**src/include/cdo_pkg.sv**
```systemverilog
// Shared constants, layouts and helpers for the clock doubler and output pin control block
package cdo_pkg;

   // Register offsets on the internal I/O port
   localparam logic [7:0] OFF_PIN_SEL   = 8'h0e;
   localparam logic [7:0] OFF_DBL_DELAY = 8'h0f;
   localparam logic [7:0] OFF_PWR_CTRL  = 8'h10;
   localparam logic [7:0] OFF_STATUS    = 8'h11;

   // Field positions
   localparam int CLKPIN_LSB = 6;
   localparam int STAT_LSB   = 4;
   localparam int WDO_BIT    = 3;
   localparam int BUFFER_ENABLE_N_LSB  = 0;
   localparam int WS_LSB     = 0;
   localparam int CSEL_LSB   = 2;
   localparam int QUART_BIT  = 5;

   // Values after reset
   localparam logic [2:0] RST_DBL_CODE = 3'h0;
   localparam logic [1:0] RST_PIN_SEL  = 2'h0;
   localparam logic [2:0] RST_CLK_SEL  = 3'h2;
   localparam logic [1:0] RST_WS       = 2'h0;

   // Doubler low time: base plus step per code, at the core clock rate
   localparam int CLK_MHZ      = 100;
   localparam int CLK_PERIOD_NS = 1000 / CLK_MHZ;
   localparam int DBL_BASE_NS  = 6;
   localparam int DBL_STEP_NS  = 2;
   localparam int K32_EDGES_MAX = 2;

   // Register bus request
   typedef struct packed {
      logic [7:0] addr;
      logic [7:0] wdata;
      logic       wr;
      logic       rd;
   } cdo_bus_req_t;

   // Least time rounds up to whole cycles
   function automatic logic [1:0] dly_cycles(input logic [2:0] code);
      int ns;
      ns = DBL_BASE_NS + DBL_STEP_NS * int'(code);
      return 2'((ns + CLK_PERIOD_NS - 1) / CLK_PERIOD_NS);
   endfunction : dly_cycles

   // Fetch wait code 0..3 to 0, 1, 2 or 4 cycles
   function automatic logic [2:0] ws_cycles(input logic [1:0] code);
      return (code == 2'h3) ? 3'h4 : {1'b0, code};
   endfunction : ws_cycles

   // Four-way pin source select shared by three pins
   function automatic logic pin_mux(input logic [1:0] sel, input logic a, input logic b);
      case (sel)
         2'h0:    return a;
         2'h1:    return b;
         2'h2:    return 1'b0;
         default: return 1'b1;
      endcase
   endfunction : pin_mux

endpackage : cdo_pkg

```
**src/verilog/cdo_clock_ctrl.sv**
```systemverilog
// Clock doubler, clock dividers, power options and alternate output pin control
//
// Behaviour
// RQ1 - Delay register bits 7:3 are not stored and never affect clocks.
// RQ2 - Delay code zero turns doubling off; the plain oscillator clock passes.
// RQ3 - Codes one to seven double with low time 8 ns to 20 ns, 2 ns steps.
// RQ4 - Software picks the code from oscillator frequency; higher frequency, smaller code.
// RQ5 - Doubled clock is oscillator xor its delayed inverted copy: low pulse per edge.
// RQ6 - Undivided doubled clock is asymmetric; its low phase equals the programmed delay.
// RQ7 - Only memory and I/O write strobes follow the falling clock edge.
// RQ8 - Fetch wait states are programmable to zero, one, two or four.
// RQ9 - With doubler off, processor and peripheral clocks can be divided by four.
// RQ10 - Turning an active doubler off halves processor and peripheral clocks.
// RQ11 - Divide by eight applies to processor clock, peripheral clock or both; the code offers processor only or both.
// RQ12 - Both clocks can run from the 32 kHz oscillator; main oscillator may stop.
// RQ13 - Clock pin: peripheral clock, its half, constant low or constant high.
// RQ14 - Status pin low on opcode fetch, interrupt acknowledge, forced low or high.
// RQ15 - Watchdog pin follows timeout unless override bit drives it low.
// RQ16 - Override low lasts one to two 32 kHz clock cycles.
// RQ17 - Output control bit two is ignored.
// RQ18 - Buffer enable low on external I/O, data memory, forced low or high.
// RQ19 - Doubling plus divide by eight yields net divide by four.
// RQ20 - Reset clears delay code; settings apply at a cycle boundary, no runts.
`timescale 1ns/1ns

module cdo_clock_ctrl #(
   parameter int DLY_DEPTH = 4                     // Oscillator history taps
) (
   input  wire logic                 core_clk,        // Core clock, 100 MHz
   input  wire logic                 reset,           // Synchronous reset, active high
   input  wire cdo_pkg::cdo_bus_req_t reg_req,        // Register bus request
   output logic [7:0]                reg_rdata,       // Read data, cycle after read
   input  wire logic                 osc_main,        // Main oscillator level
   input  wire logic                 osc_32k,         // 32 kHz oscillator level
   input  wire logic                 wdt_timeout_n,   // Watchdog timeout pulse, low
   input  wire logic                 first_fetch,     // First opcode byte fetch
   input  wire logic                 int_ack,         // Interrupt acknowledge cycle
   input  wire logic                 ext_io_cycle,    // External I/O cycle
   input  wire logic                 data_mem_access, // Data memory access
   input  wire logic                 mem_wr_req,      // Memory write in progress
   input  wire logic                 io_wr_req,       // I/O write in progress
   output logic                      proc_clk,        // Processor clock level
   output logic                      peri_clk,        // Peripheral clock level
   output logic                      clk_pin,         // Clock output pin
   output logic                      status_n,        // Status pin, active low
   output logic                      watchdog_out_n,  // Watchdog output pin, low
   output logic                      buffer_enable_n, // Buffer enable pin, low
   output logic                      mem_wr_n,        // Memory write strobe, low
   output logic                      io_wr_n,         // I/O write strobe, low
   output logic [2:0]                fetch_waits,     // Wait states per fetch
   output logic                      main_osc_off     // Main oscillator stop request
);

   // Whole state of the block
   typedef struct packed {
      logic [2:0]           dbl_code;
      logic [2:0]           dbl_act;
      logic [1:0]           clkpin_sel;
      logic [1:0]           stat_sel;
      logic [1:0]           buffer_enable_n_sel;
      logic [1:0]           fetch_ws;
      logic [2:0]           clk_sel;
      logic [2:0]           clk_sel_act;
      logic                 quarter;
      logic                 quarter_act;
      logic [DLY_DEPTH-1:0] osc_hist;
      logic                 src_prev;
      logic [2:0]           div_cnt;
      logic                 peri_prev;
      logic                 peri_half;
      logic                 k32_prev;
      logic [1:0]           k32_edges;
      logic                 wdo_forcing;
      logic [7:0]           rdata;
      logic                 proc_clk;
      logic                 peri_clk;
      logic                 clk_pin;
      logic                 status_n;
      logic                 wdo_n;
      logic                 buffer_enable_n_n;
      logic                 mem_wr_n;
      logic                 io_wr_n;
      logic [2:0]           fetch_waits;
      logic                 osc_off;
   } cdo_state_t;

   cdo_state_t st_ff;
   cdo_state_t nxt_st;

   logic [1:0] dly;
   logic       osc_dly;
   logic       dbl_clk;
   logic       src;
   logic       src_rise;
   logic       on_32k;
   logic       div_slow;
   logic       k32_rise;
   logic       peri_rise;
   logic       wr_pin;
   logic       wr_dbl;
   logic       wr_pwr;

   // Next-state logic
   always_comb begin
      nxt_st = st_ff;

      // Register decode
      wr_pin = reg_req.wr && (reg_req.addr == cdo_pkg::OFF_PIN_SEL);
      wr_dbl = reg_req.wr && (reg_req.addr == cdo_pkg::OFF_DBL_DELAY);
      wr_pwr = reg_req.wr && (reg_req.addr == cdo_pkg::OFF_PWR_CTRL);

      // Only the low three bits are kept
      if (wr_dbl) begin
         nxt_st.dbl_code = reg_req.wdata[2:0];   // RQ1
      end

      // Bit two is dropped on the floor
      if (wr_pin) begin
         nxt_st.clkpin_sel = reg_req.wdata[cdo_pkg::CLKPIN_LSB +: 2];
         nxt_st.stat_sel   = reg_req.wdata[cdo_pkg::STAT_LSB +: 2];
         nxt_st.buffer_enable_n_sel  = reg_req.wdata[cdo_pkg::BUFFER_ENABLE_N_LSB +: 2];   // RQ17
      end

      // Power controls
      if (wr_pwr) begin
         nxt_st.fetch_ws = reg_req.wdata[cdo_pkg::WS_LSB +: 2];     // RQ8
         nxt_st.clk_sel  = reg_req.wdata[cdo_pkg::CSEL_LSB +: 3];   // RQ11 RQ12
         nxt_st.quarter  = reg_req.wdata[cdo_pkg::QUART_BIT];       // RQ9
      end
      nxt_st.fetch_waits = cdo_pkg::ws_cycles(st_ff.fetch_ws);     // RQ8

      // Delayed copy of the oscillator; code selects the tap
      nxt_st.osc_hist = {st_ff.osc_hist[DLY_DEPTH-2:0], osc_main};
      dly     = cdo_pkg::dly_cycles(st_ff.dbl_act);                 // RQ3
      osc_dly = st_ff.osc_hist[dly - 2'h1];

      // Xor with inverted delayed copy: low for the delay after each edge
      dbl_clk = osc_main ^ ~osc_dly;                                // RQ5 RQ6

      // Source select; 32 kHz bypasses the doubler
      on_32k = st_ff.clk_sel_act[2];
      if (on_32k) begin
         src = osc_32k;                                             // RQ12
      end else if (st_ff.dbl_act != 3'h0) begin
         src = dbl_clk;                                             // RQ3
      end else begin
         src = osc_main;                                            // RQ2 RQ10
      end

      // Edge counter feeds the dividers
      src_rise = src && !st_ff.src_prev;
      nxt_st.src_prev = src;
      if (src_rise) begin
         nxt_st.div_cnt = 3'(st_ff.div_cnt + 3'h1);
      end

      // Settings move over only at a whole divided period, so no runt pulses
      if (src_rise && (st_ff.div_cnt == 3'h7)) begin
         nxt_st.dbl_act     = st_ff.dbl_code;                       // RQ20
         nxt_st.clk_sel_act = st_ff.clk_sel;                        // RQ20
         nxt_st.quarter_act = st_ff.quarter;                        // RQ20
      end

      // Quarter rate only when the doubler is idle
      div_slow = st_ff.div_cnt[2];                                  // RQ11 RQ19
      if (st_ff.quarter_act && (st_ff.dbl_act == 3'h0) && !on_32k) begin
         nxt_st.proc_clk = st_ff.div_cnt[1];                        // RQ9
         nxt_st.peri_clk = st_ff.div_cnt[1];                        // RQ9
      end else if (on_32k) begin
         nxt_st.proc_clk = src;                                     // RQ12
         nxt_st.peri_clk = src;
      end else begin
         case (st_ff.clk_sel_act[1:0])
            2'h0: begin
               nxt_st.proc_clk = div_slow;                          // RQ11
               nxt_st.peri_clk = div_slow;
            end
            2'h1: begin
               nxt_st.proc_clk = div_slow;                          // RQ11
               nxt_st.peri_clk = src;
            end
            default: begin
               nxt_st.proc_clk = src;                               // RQ6
               nxt_st.peri_clk = src;
            end
         endcase
      end

      // Main oscillator stops only after the 32 kHz switch is in effect
      nxt_st.osc_off = on_32k && st_ff.clk_sel_act[0];              // RQ12

      // Halved peripheral clock for the pin, lower emissions
      peri_rise = st_ff.peri_clk && !st_ff.peri_prev;
      nxt_st.peri_prev = st_ff.peri_clk;
      if (peri_rise) begin
         nxt_st.peri_half = !st_ff.peri_half;
      end
      nxt_st.clk_pin = cdo_pkg::pin_mux(st_ff.clkpin_sel, st_ff.peri_clk, st_ff.peri_half);  // RQ13

      // Status and buffer enable pins
      nxt_st.status_n = cdo_pkg::pin_mux(st_ff.stat_sel, !first_fetch, !int_ack);            // RQ14
      nxt_st.buffer_enable_n_n  = cdo_pkg::pin_mux(st_ff.buffer_enable_n_sel, !ext_io_cycle, !data_mem_access);  // RQ18

      // Watchdog override ends on the second 32 kHz rising edge
      k32_rise = osc_32k && !st_ff.k32_prev;
      nxt_st.k32_prev = osc_32k;
      if (wr_pin && reg_req.wdata[cdo_pkg::WDO_BIT]) begin
         nxt_st.wdo_forcing = 1'b1;                                 // RQ15
         nxt_st.k32_edges   = 2'h0;
      end else if (st_ff.wdo_forcing && k32_rise) begin
         nxt_st.k32_edges = 2'(st_ff.k32_edges + 2'h1);
         if (st_ff.k32_edges == 2'(cdo_pkg::K32_EDGES_MAX - 1)) begin
            nxt_st.wdo_forcing = 1'b0;                              // RQ16
         end
      end
      nxt_st.wdo_n = !st_ff.wdo_forcing && wdt_timeout_n;           // RQ15

      // Write strobes live in the low phase, after the falling edge
      nxt_st.mem_wr_n = !(mem_wr_req && !nxt_st.proc_clk);          // RQ7
      nxt_st.io_wr_n  = !(io_wr_req && !nxt_st.proc_clk);           // RQ7

      // Read data stands for one cycle only
      nxt_st.rdata = 8'h00;
      if (reg_req.rd) begin
         case (reg_req.addr)
            cdo_pkg::OFF_PIN_SEL:   nxt_st.rdata = {st_ff.clkpin_sel, st_ff.stat_sel,
                                                    st_ff.wdo_forcing, 1'b0, st_ff.buffer_enable_n_sel};
            cdo_pkg::OFF_DBL_DELAY: nxt_st.rdata = {5'h00, st_ff.dbl_code};
            cdo_pkg::OFF_PWR_CTRL:  nxt_st.rdata = {2'h0, st_ff.quarter, st_ff.clk_sel, st_ff.fetch_ws};
            cdo_pkg::OFF_STATUS:    nxt_st.rdata = {st_ff.wdo_forcing, st_ff.proc_clk,
                                                    st_ff.clk_sel_act, st_ff.dbl_act};
            default:                nxt_st.rdata = 8'h00;
         endcase
      end
   end

   // State register; reset starts with the doubler off
   always_ff @(posedge core_clk) begin
      if (reset) begin
         st_ff             <= '0;
         st_ff.dbl_code    <= cdo_pkg::RST_DBL_CODE;                // RQ20
         st_ff.dbl_act     <= cdo_pkg::RST_DBL_CODE;                // RQ20
         st_ff.clkpin_sel  <= cdo_pkg::RST_PIN_SEL;
         st_ff.stat_sel    <= cdo_pkg::RST_PIN_SEL;
         st_ff.buffer_enable_n_sel   <= cdo_pkg::RST_PIN_SEL;
         st_ff.fetch_ws    <= cdo_pkg::RST_WS;
         st_ff.clk_sel     <= cdo_pkg::RST_CLK_SEL;
         st_ff.clk_sel_act <= cdo_pkg::RST_CLK_SEL;
         st_ff.status_n    <= 1'b1;
         st_ff.wdo_n       <= 1'b1;
         st_ff.buffer_enable_n_n     <= 1'b1;
         st_ff.mem_wr_n    <= 1'b1;
         st_ff.io_wr_n     <= 1'b1;
      end else begin
         st_ff <= nxt_st;
      end
   end

   // Outputs straight from the state flops
   assign reg_rdata       = st_ff.rdata;
   assign proc_clk        = st_ff.proc_clk;
   assign peri_clk        = st_ff.peri_clk;
   assign clk_pin         = st_ff.clk_pin;
   assign status_n        = st_ff.status_n;
   assign watchdog_out_n  = st_ff.wdo_n;
   assign buffer_enable_n = st_ff.buffer_enable_n_n;
   assign mem_wr_n        = st_ff.mem_wr_n;
   assign io_wr_n         = st_ff.io_wr_n;
   assign fetch_waits     = st_ff.fetch_waits;
   assign main_osc_off    = st_ff.osc_off;

   // Upper delay bits never reach the stored code
   property p_dbl_low_bits;
      @(posedge core_clk) disable iff (reset)
      (reg_req.wr && reg_req.addr == cdo_pkg::OFF_DBL_DELAY)
         |=> (st_ff.dbl_code == $past(reg_req.wdata[2:0]));
   endproperty
   a_dbl_low_bits: assert property (p_dbl_low_bits) else $error("delay code not stored from low bits");  // RQ1

   // Doubler off: processor clock tracks the oscillator
   property p_dbl_off_pass;
      @(posedge core_clk) disable iff (reset)
      (st_ff.dbl_act == 3'h0 && st_ff.clk_sel_act[2:1] == 2'h1 && !st_ff.quarter_act)
         |=> (st_ff.proc_clk == $past(osc_main));
   endproperty
   a_dbl_off_pass: assert property (p_dbl_off_pass) else $error("undoubled clock not passed");  // RQ2

   // Each oscillator edge opens a low pulse
   property p_dbl_low_pulse;
      @(posedge core_clk) disable iff (reset)
      (st_ff.dbl_act != 3'h0 && st_ff.clk_sel_act[2:1] == 2'h1
         && osc_main != st_ff.osc_hist[0] && st_ff.osc_hist[0] == st_ff.osc_hist[1])
         |=> !st_ff.proc_clk;
   endproperty
   a_dbl_low_pulse: assert property (p_dbl_low_pulse) else $error("no low pulse after oscillator edge");  // RQ5

   // Write strobe only in the clock low phase
   property p_wr_low_phase;
      @(posedge core_clk) disable iff (reset)
      (!mem_wr_n || !io_wr_n) |-> (!proc_clk && $past(mem_wr_req || io_wr_req));
   endproperty
   a_wr_low_phase: assert property (p_wr_low_phase) else $error("write strobe outside low phase");  // RQ7

   // Fetch waits decode two cycles after the write
   property p_fetch_waits;
      @(posedge core_clk) disable iff (reset)
      (reg_req.wr && reg_req.addr == cdo_pkg::OFF_PWR_CTRL)
         |=> ##1 (fetch_waits == cdo_pkg::ws_cycles($past(reg_req.wdata[1:0], 2)));
   endproperty
   a_fetch_waits: assert property (p_fetch_waits) else $error("wrong fetch wait count");  // RQ8

   // Clock pin forced low
   property p_clkpin_low;
      @(posedge core_clk) disable iff (reset)
      (st_ff.clkpin_sel == 2'h2) |=> !clk_pin;
   endproperty
   a_clkpin_low: assert property (p_clkpin_low) else $error("clock pin not low");  // RQ13

   // Status pin marks opcode fetches
   property p_status_fetch;
      @(posedge core_clk) disable iff (reset)
      (st_ff.stat_sel == 2'h0 && first_fetch) |=> !status_n;
   endproperty
   a_status_fetch: assert property (p_status_fetch) else $error("status pin missed fetch");  // RQ14

   // Override drives the watchdog pin low
   property p_wdo_force;
      @(posedge core_clk) disable iff (reset)
      (reg_req.wr && reg_req.addr == cdo_pkg::OFF_PIN_SEL && reg_req.wdata[cdo_pkg::WDO_BIT])
         |=> ##1 !watchdog_out_n;
   endproperty
   a_wdo_force: assert property (p_wdo_force) else $error("watchdog pin not forced low");  // RQ15

   // Buffer enable marks data memory accesses
   property p_buffer_enable_n_mem;
      @(posedge core_clk) disable iff (reset)
      (st_ff.buffer_enable_n_sel == 2'h1 && data_mem_access) |=> !buffer_enable_n;
   endproperty
   a_buffer_enable_n_mem: assert property (p_buffer_enable_n_mem) else $error("buffer enable missed data access");  // RQ18

endmodule : cdo_clock_ctrl
```
**config.mk**
```make
export PLATFORM = sky130hd
export DESIGN_NAME = cdo_clock_ctrl
export DESIGN_NICKNAME = d
export VERILOG_FILES = /design/src/include/cdo_pkg.sv /design/src/verilog/cdo_clock_ctrl.sv
export SDC_FILE = /design/constraint.sdc
export NUM_CORES = 1
export LEC_CHECK = 0
export ABC_AREA = 1
export ABC_CLOCK_PERIOD_IN_PS = 3100
export BUFFER_PORTS_ARGS = -buffer_cell sky130_fd_sc_hd__buf_4
export CAP_MARGIN = 20
export CORE_AREA = 2 2 83 92
export DETAILED_ROUTE_END_ITERATION = 8
export DIE_AREA = 0 0 85 94
export GPL_TIMING_DRIVEN = 1
export PLACE_DENSITY = 0.53
export SLEW_MARGIN = 20
export SYNTH_ARGS = -nofsm -noshare
export SYNTH_HDL_FRONTEND = slang
export SYNTH_SLANG_ARGS = --single-unit
```
**constraint.sdc**
```tcl
create_clock -name core_clk -period 3.1 [get_ports core_clk]
set_clock_uncertainty 0.2 [all_clocks]
set_input_delay 0.155 -clock core_clk [delete_from_list [all_inputs] [get_ports core_clk]]
set_output_delay 0.155 -clock core_clk [all_outputs]
set_load 0.1 [all_outputs]
```
==> results of run 1 <==
-- cell usage after synthesis (all sizes together) (3+ instances only) --
master	number	area share
nand2	71	0.11
dfxtp	56	0.44
inv	50	0.074
nor2	39	0.063
a21oi	27	0.053
nand3	18	0.043
buf	14	0.040
o21ai	14	0.028
nor3	9	0.018
ha	7	0.034
clkbuf	3	0.0044
nand3b	3	0.0089
nor4	3	0.016
o22ai	3	0.0074
-- layout make-up --
cell class,instances,share of cell area
Inverter,51,0.05953
Clock buffer,6,0.02568
Sequential cell,56,0.3486
Clock inverter,2,0.004280
Timing Repair Buffer,71,0.1821
Tap cell,85,0.03307
Multi-Input combinational cell,209,0.3467
-- logic make-up after synthesis --
family,synth area share
muxes,0.003939
adders and majority gates,0.03446
and+or+nand+nor,0.2777
DFF,0.4412
xor gates and xnor gates,0.003447
buffers and inverters,0.1201
AOI/OAI and AO/OA,0.1192
-- power groups by stage --
stage                     clock network (mW)  registers (mW)  logic, mW
final                                  0.421           0.737      0.148
after global routing                   0.471           0.739      0.161
after CTS                              0.437           0.737      0.150
after detailed placement                   0           0.754      0.128
after global placement                     0           0.754      0.128
after floorplan                            0           0.791     0.0397
-- registers in the layout, summed over array words and instances (netlist names) --
signal           count
buffer_enable_n      1
watchdog_out_n       1
st_ff               31
reg_rdata            8
clk_pin              1
peri_clk             1
div_slow             1
fetch_waits          3
nxt_st               3
mem_wr_n             1
on_32k               1
main_osc_off         1
status_n             1
io_wr_n              1
proc_clk             1
-- per-stage QoR --
step / worst slack (ps) / hold slack, ps / total power, mW / std cells / utilization
final: 464.7 / 42.25 / 1.307 / 480 / 0.4589
after global routing: 148.2 / 34.35 / 1.371 / 480 / 0.4589
after CTS: 447.4 / 30.99 / 1.324 / 480 / 0.4589
after detailed placement: 461.2 / 143.2 / 0.8825 / 451 / 0.4152
after global placement: 556.5 / 136.0 / 0.8819 / 451 / 0.4152
after floorplan: 676.2 / 46.64 / 0.8304 / 333 / -
-- final timing paths --
kind,to,startpoint,cells past startpoint
worst max-delay path,st_ff[51]$_SDFFE_PP0P_,st_ff[51]$_SDFFE_PP0P_,17
worst min-delay path,st_ff[54]$_SDFFE_PP0P_,reg_req[1],3
worst max register to register,st_ff[51]$_SDFFE_PP0P_,st_ff[51]$_SDFFE_PP0P_,17
worst min register to register,st_ff[33]$_SDFF_PP0_,nxt_st[33]$_SDFF_PP0_,2
-- what timing repair did --
item | CTS | global route
hold buffers | 21 | 0
endpoints found under the hold margin | 30 | 0
resized for setup | 0 | 0
setup buffers | 0 | 0
-- layer usage --
| layer | vias to the layer above | wire [µm] | global-route usage |
|---|---|---|---|
| met3 | 8 | 200 | 0.03427 |
| li1 | 1179 | - | - |
| met5 | - | 0 | 0 |
| met4 | 0 | 86 | 0.04762 |
| met2 | 37 | 2514 | 0.2370 |
| met1 | 962 | 2616 | 0.1844 |
-- worst reg2reg max path, stage by stage (launching register included) --
cell	delay, ps
dfxtp_1	430
inv_1	110
ha_1	240
nand2_4	100
nand3_2	80
ha_1	270
nor2_1	100
nand3_1	80
nand2_1	80
nand2_1	50
nand2_1	50
nand2_1	50
nand2_1	90
nand3_1	100
nand3_2	100
nand4_4	190
nor2_1	180
nor2_2	50
==> impl_metrics.tcl, run 1 <==
set metrics [dict create \
    status "complete, no violations" \
    cp_top_family "simple AND/OR/NAND/NOR gates" \
    clk_pin_slew_ps 100 \
    drive_gt1_frac 0.2076 \
    multi_input_area_um2 1115 \
    wl_per_cell_um 11.29 \
    critical_path_required_ps 3100 \
    tightest_slew_ps 710.5 \
    ioPinCount 49 \
    p_leak_nw 1.432 \
    path_cells "inv_1 -> ha_1 -> nand2_4 -> nand3_2 -> ha_1 -> nor2_1 -> nand3_1 -> nand2_1 -> nand2_1 -> nand2_1 -> nand2_1 -> nand2_1 -> nand3_1 -> nand3_2 -> nand4_4 -> nor2_1 -> nor2_2" \
    viasPerCell 4.554 \
    fin_crit_sh 0.8501 \
    p_sw_frac 0.2529 \
    grt_pass1_vias 2075 \
    p_int_uw 976.4 \
    drt_iter0_markers 96 \
    switching_power_uw 330.6 \
    worstSetupStartpointType "register" \
    min_period_ps 2635 \
    wl_um 5417 \
    drc 0 \
    final_area_um2 3216 \
    path_max_fanout 13 \
    die_w_um 85 \
    max_freq_ghz 0.3795 \
    coreArea_um2 7007 \
    ir_worst_vdd_uv 190.0 \
    die_area_um2 7990 \
    final_cell_mix "nand2_1 (64), dfxtp_1 (56), buf_4 (50), inv_1 (47), nor2_1 (34)" \
    grt-ovfl-total 0 \
    drt-pass1-iter-count 4 \
    hold_class "in2reg" \
    async_flop_share 0 \
    syn-cell-area_um2 2541 \
    start_util 0.3627 \
    clockRootBuffer "clkbuf_8" \
    tritoncts "built" \
    crit_buf_inv 1 \
    dpl_cell_area_um2 2909 \
    synth_cells 333 \
    synthToLayoutAreaGrowth_pct 26.54 \
    die_h_um 94 \
    grt_pass1_wl_um 9294 \
    grt_max_degree 28 \
    rsz0062_at_grt "false" \
    ys_seq_area_frac 0.4412 \
    nFillCells 695 \
    setup_violations 0 \
    power_frac_comb 0.114 \
    finalSetupTns_ps 0 \
    htreeDepth 2 \
    dp_hpwl_um 3977 \
    synth.distinct_cells 38 \
    nNetsFinal 430 \
    postRouteAntennaNets 0 \
    layout_commonest_cell "nand2_1" \
    cts_buffers 5 \
    critPathMaxStageDelay_ps 430 \
    grt_usage 0.1438 \
    yosys_warnings 0 \
    synth_seq_cells 56 \
    gp_congestion 0.7565 \
    antenna_found_initial 0 \
    portBuffers 48 \
    clock_path_buffers 2 \
    p_clk_frac 0.322 \
    critPathArrivalTime_ps 2640 \
    seq_area_um2 1121 \
    fp-row-count 32 \
    crit_slowest_cell "dfxtp_1" \
    rrSetupSlack_ps 460 \
    antenna_cells 0 \
    seq_power_share 0.564 \
    synth_edf_count 0 \
    worst_setup_path_end_kind "register" \
    maxSlewViolCount 0 \
    synthFlopType "dfxtp_1" \
    crit_top_cell "nand2_1" \
    syn-mean-instance-area_um2 7.631 \
    cap_viol_max_count 0 \
    path_class "reg2reg" \
    relSlewSlack 0.5224 \
    vias 2186 \
    hold_viol_final 0 \
    power_density_nw_per_um2 406.4 \
    syn_nets 369 \
    cts_sinks 56 \
    clk_latency_ps 310 \
]
(Power assumes the default switching activity.)
==> run 2, diff against run 1 <==
Settings changed: ABC_CLOCK_PERIOD_IN_PS 3100 to 2700, SKIP_LAST_GASP from default to 1.
Clock period 3.1 ns to 2.7 ns, I/O delays scaled along.
==> run 2 against run 1 <==
- cell area is 3.6% higher
- combinational power is 17% higher
- utilization grew 1.7 points
- final cell count rose by 0.42%
- count of clock-buffer cells in the layout is the same
- critical endpoint is now st_ff[36]$_SDFFE_PP0P_
- critical path type unchanged
- highest routed layer unchanged
- via count grew 2.5%
- first-iteration DRC count shrank 6.3%
==> impl_metrics.tcl, run 2 (same netlist as run 1, synthesis figures left out) <==
set metrics [dict create \
    power_density_nw_per_um2 478.1 \
    crit_buf_inv 1 \
    cap_viol_max_count 0 \
    die_w_um 85 \
    max_freq_ghz 0.3993 \
    drive_gt1_frac 0.2317 \
    final_cell_mix "nand2_1 (63), dfxtp_1 (54), buf_4 (51), inv_1 (46), nor2_1 (33)" \
    maxSlewViolCount 0 \
    tritoncts "built" \
    clock_path_buffers 2 \
    reg2reg_depth 18 \
    hold_class "in2reg" \
    startpoint "st_ff[50]$_SDFFE_PP0P_" \
    fp-row-count 32 \
    die_area_um2 7990 \
    regToRegEndpoint "st_ff[36]$_SDFFE_PP0P_" \
    portBuffers 48 \
    clockRootBuffer "clkbuf_8" \
    worst_setup_path_end_kind "register" \
    synthToLayoutAreaGrowth_pct 31.12 \
    gp_congestion 0.7671 \
    dpl_cell_area_um2 2917 \
    clk_pin_slew_ps 100 \
    critPathArrivalTime_ps 2510 \
    cts_buffers 5 \
    path_class "reg2reg" \
    min_period_ps 2505 \
    drt_iter0_markers 90 \
    clk_latency_ps 320 \
    crit_top_cell "nand2_1" \
    tightest_slew_ps 595.8 \
    critical_path_required_ps 2710 \
    cp_top_family "simple AND/OR/NAND/NOR gates" \
    drt-pass1-iter-count 4 \
    cp.depth 18 \
    finalSetupTns_ps 0 \
    ir_worst_vdd_uv 266.1 \
    grt_pass1_vias 2172 \
    rrSetupSlack_ps 200 \
    fin_crit_sh 0.9276 \
    endpoint "st_ff[36]$_SDFFE_PP0P_" \
    hold_viol_final 0 \
    rr_startpoint "st_ff[50]$_SDFFE_PP0P_" \
    wl_um 5692 \
    viasPerCell 4.647 \
    coreArea_um2 7007 \
    status "complete, no violations" \
    grt_pass1_wl_um 9577 \
    die_h_um 94 \
    postRouteAntennaNets 0 \
    grt-ovfl-total 0 \
    layout_commonest_cell "nand2_1" \
    p_leak_nw 1.464 \
    path_max_fanout 6 \
    worstSetupStartpointType "register" \
    dp_hpwl_um 4085 \
    ioPinCount 49 \
    start_util 0.3627 \
    wl_per_cell_um 11.81 \
    grt_max_degree 28 \
    largest_register_ffs 31 \
    antenna_cells 0 \
    postCtsSetupBuffers 0 \
    grt_usage 0.1488 \
    power_mw 1.593 \
    cts_sinks 56 \
    vias 2240 \
    nNetsFinal 432 \
    antenna_found_initial 0 \
    top_register "st_ff" \
    crit_slowest_cell "dfxtp_4" \
    relSlewSlack 0.5976 \
    drc 0 \
    setup_violations 0 \
    final_area_um2 3332 \
    htreeDepth 2 \
    critPathMaxStageDelay_ps 390 \
    path_cells "clkinv_4 -> ha_4 -> nand3_2 -> ha_1 -> nor2_1 -> nand3_1 -> nand2_1 -> nand2_1 -> nand2_1 -> nand2_1 -> nand2_1 -> nand2_1 -> nand2_1 -> nand3_2 -> nand4_4 -> nand2_2 -> nand2_1 -> nor2_2" \
]
## run 2: layout make-up
class                      count  area, µm²
tap                           85      106.4
sequential                    56       1129
inverter                      51      198.9
multi-input combinational    210       1184
clock inverter                 2      38.79
timing repair buffer          72      593.1
fill                         692       3675
clock buffer                   6      82.58
## run 2: report_power, final
| group | internal (mW) | switching [mW] | total [mW] |
|---|---|---|---|
| clock network | 0.304 | 0.271 | 0.575 |
| logic | 0.0719 | 0.102 | 0.173 |
| registers | 0.838 | 0.00712 | 0.845 |
| total | 1.21 | 0.380 | 1.59 |
## run 2: worst min path at each step
stage	from	to	slack [ps]	depth (start not counted)
floorplan	ext_io_cycle	buffer_enable_n$_SDFF_PP1_	30	1
global placement	ext_io_cycle	buffer_enable_n$_SDFF_PP1_	120	2
detailed placement	first_fetch	status_n$_SDFF_PP1_	120	2
CTS	reg_req[1]	st_ff[53]$_SDFFE_PP0P_	10	3
global route	reg_req[1]	st_ff[53]$_SDFFE_PP0P_	30	3
finish	reg_req[1]	st_ff[54]$_SDFFE_PP0P_	30	3
## run 2: what timing repair did
item                                   in CTS  in global routing
gates resized for setup                     0                 17
setup endpoints to repair                   0                 14
endpoints found under the hold margin      36                  0
hold buffers                               21                  0
## run 2: through the flow
stage	instances	setup WS, ps	hold slack (ps)	util
after detailed placement	452	79.35	121.4	0.4163
after floorplan	333	276.2	26.64	-
after global placement	452	152.5	115.8	0.4163
after CTS	481	47.70	14.28	0.4636
after global routing	482	-7.176	34.49	0.4755
final	482	195.4	32.70	0.4755
## run 2: worst register-to-register path, delay by kind of cell, from the launching register on
kind,cells,cell delay (ps)
and+or+nand+nor,15,1200
DFF,1,390
adders and majority gates,2,550
buffers and inverters,1,90
## run 2: metal layers
metal  wire, µm  track usage  up-vias
met1       2694       0.1811     1006
li1           -            -     1189
met4         60      0.04101        0
met5          0            0        -
met2       2723       0.2611       40
met3        213      0.03515        5
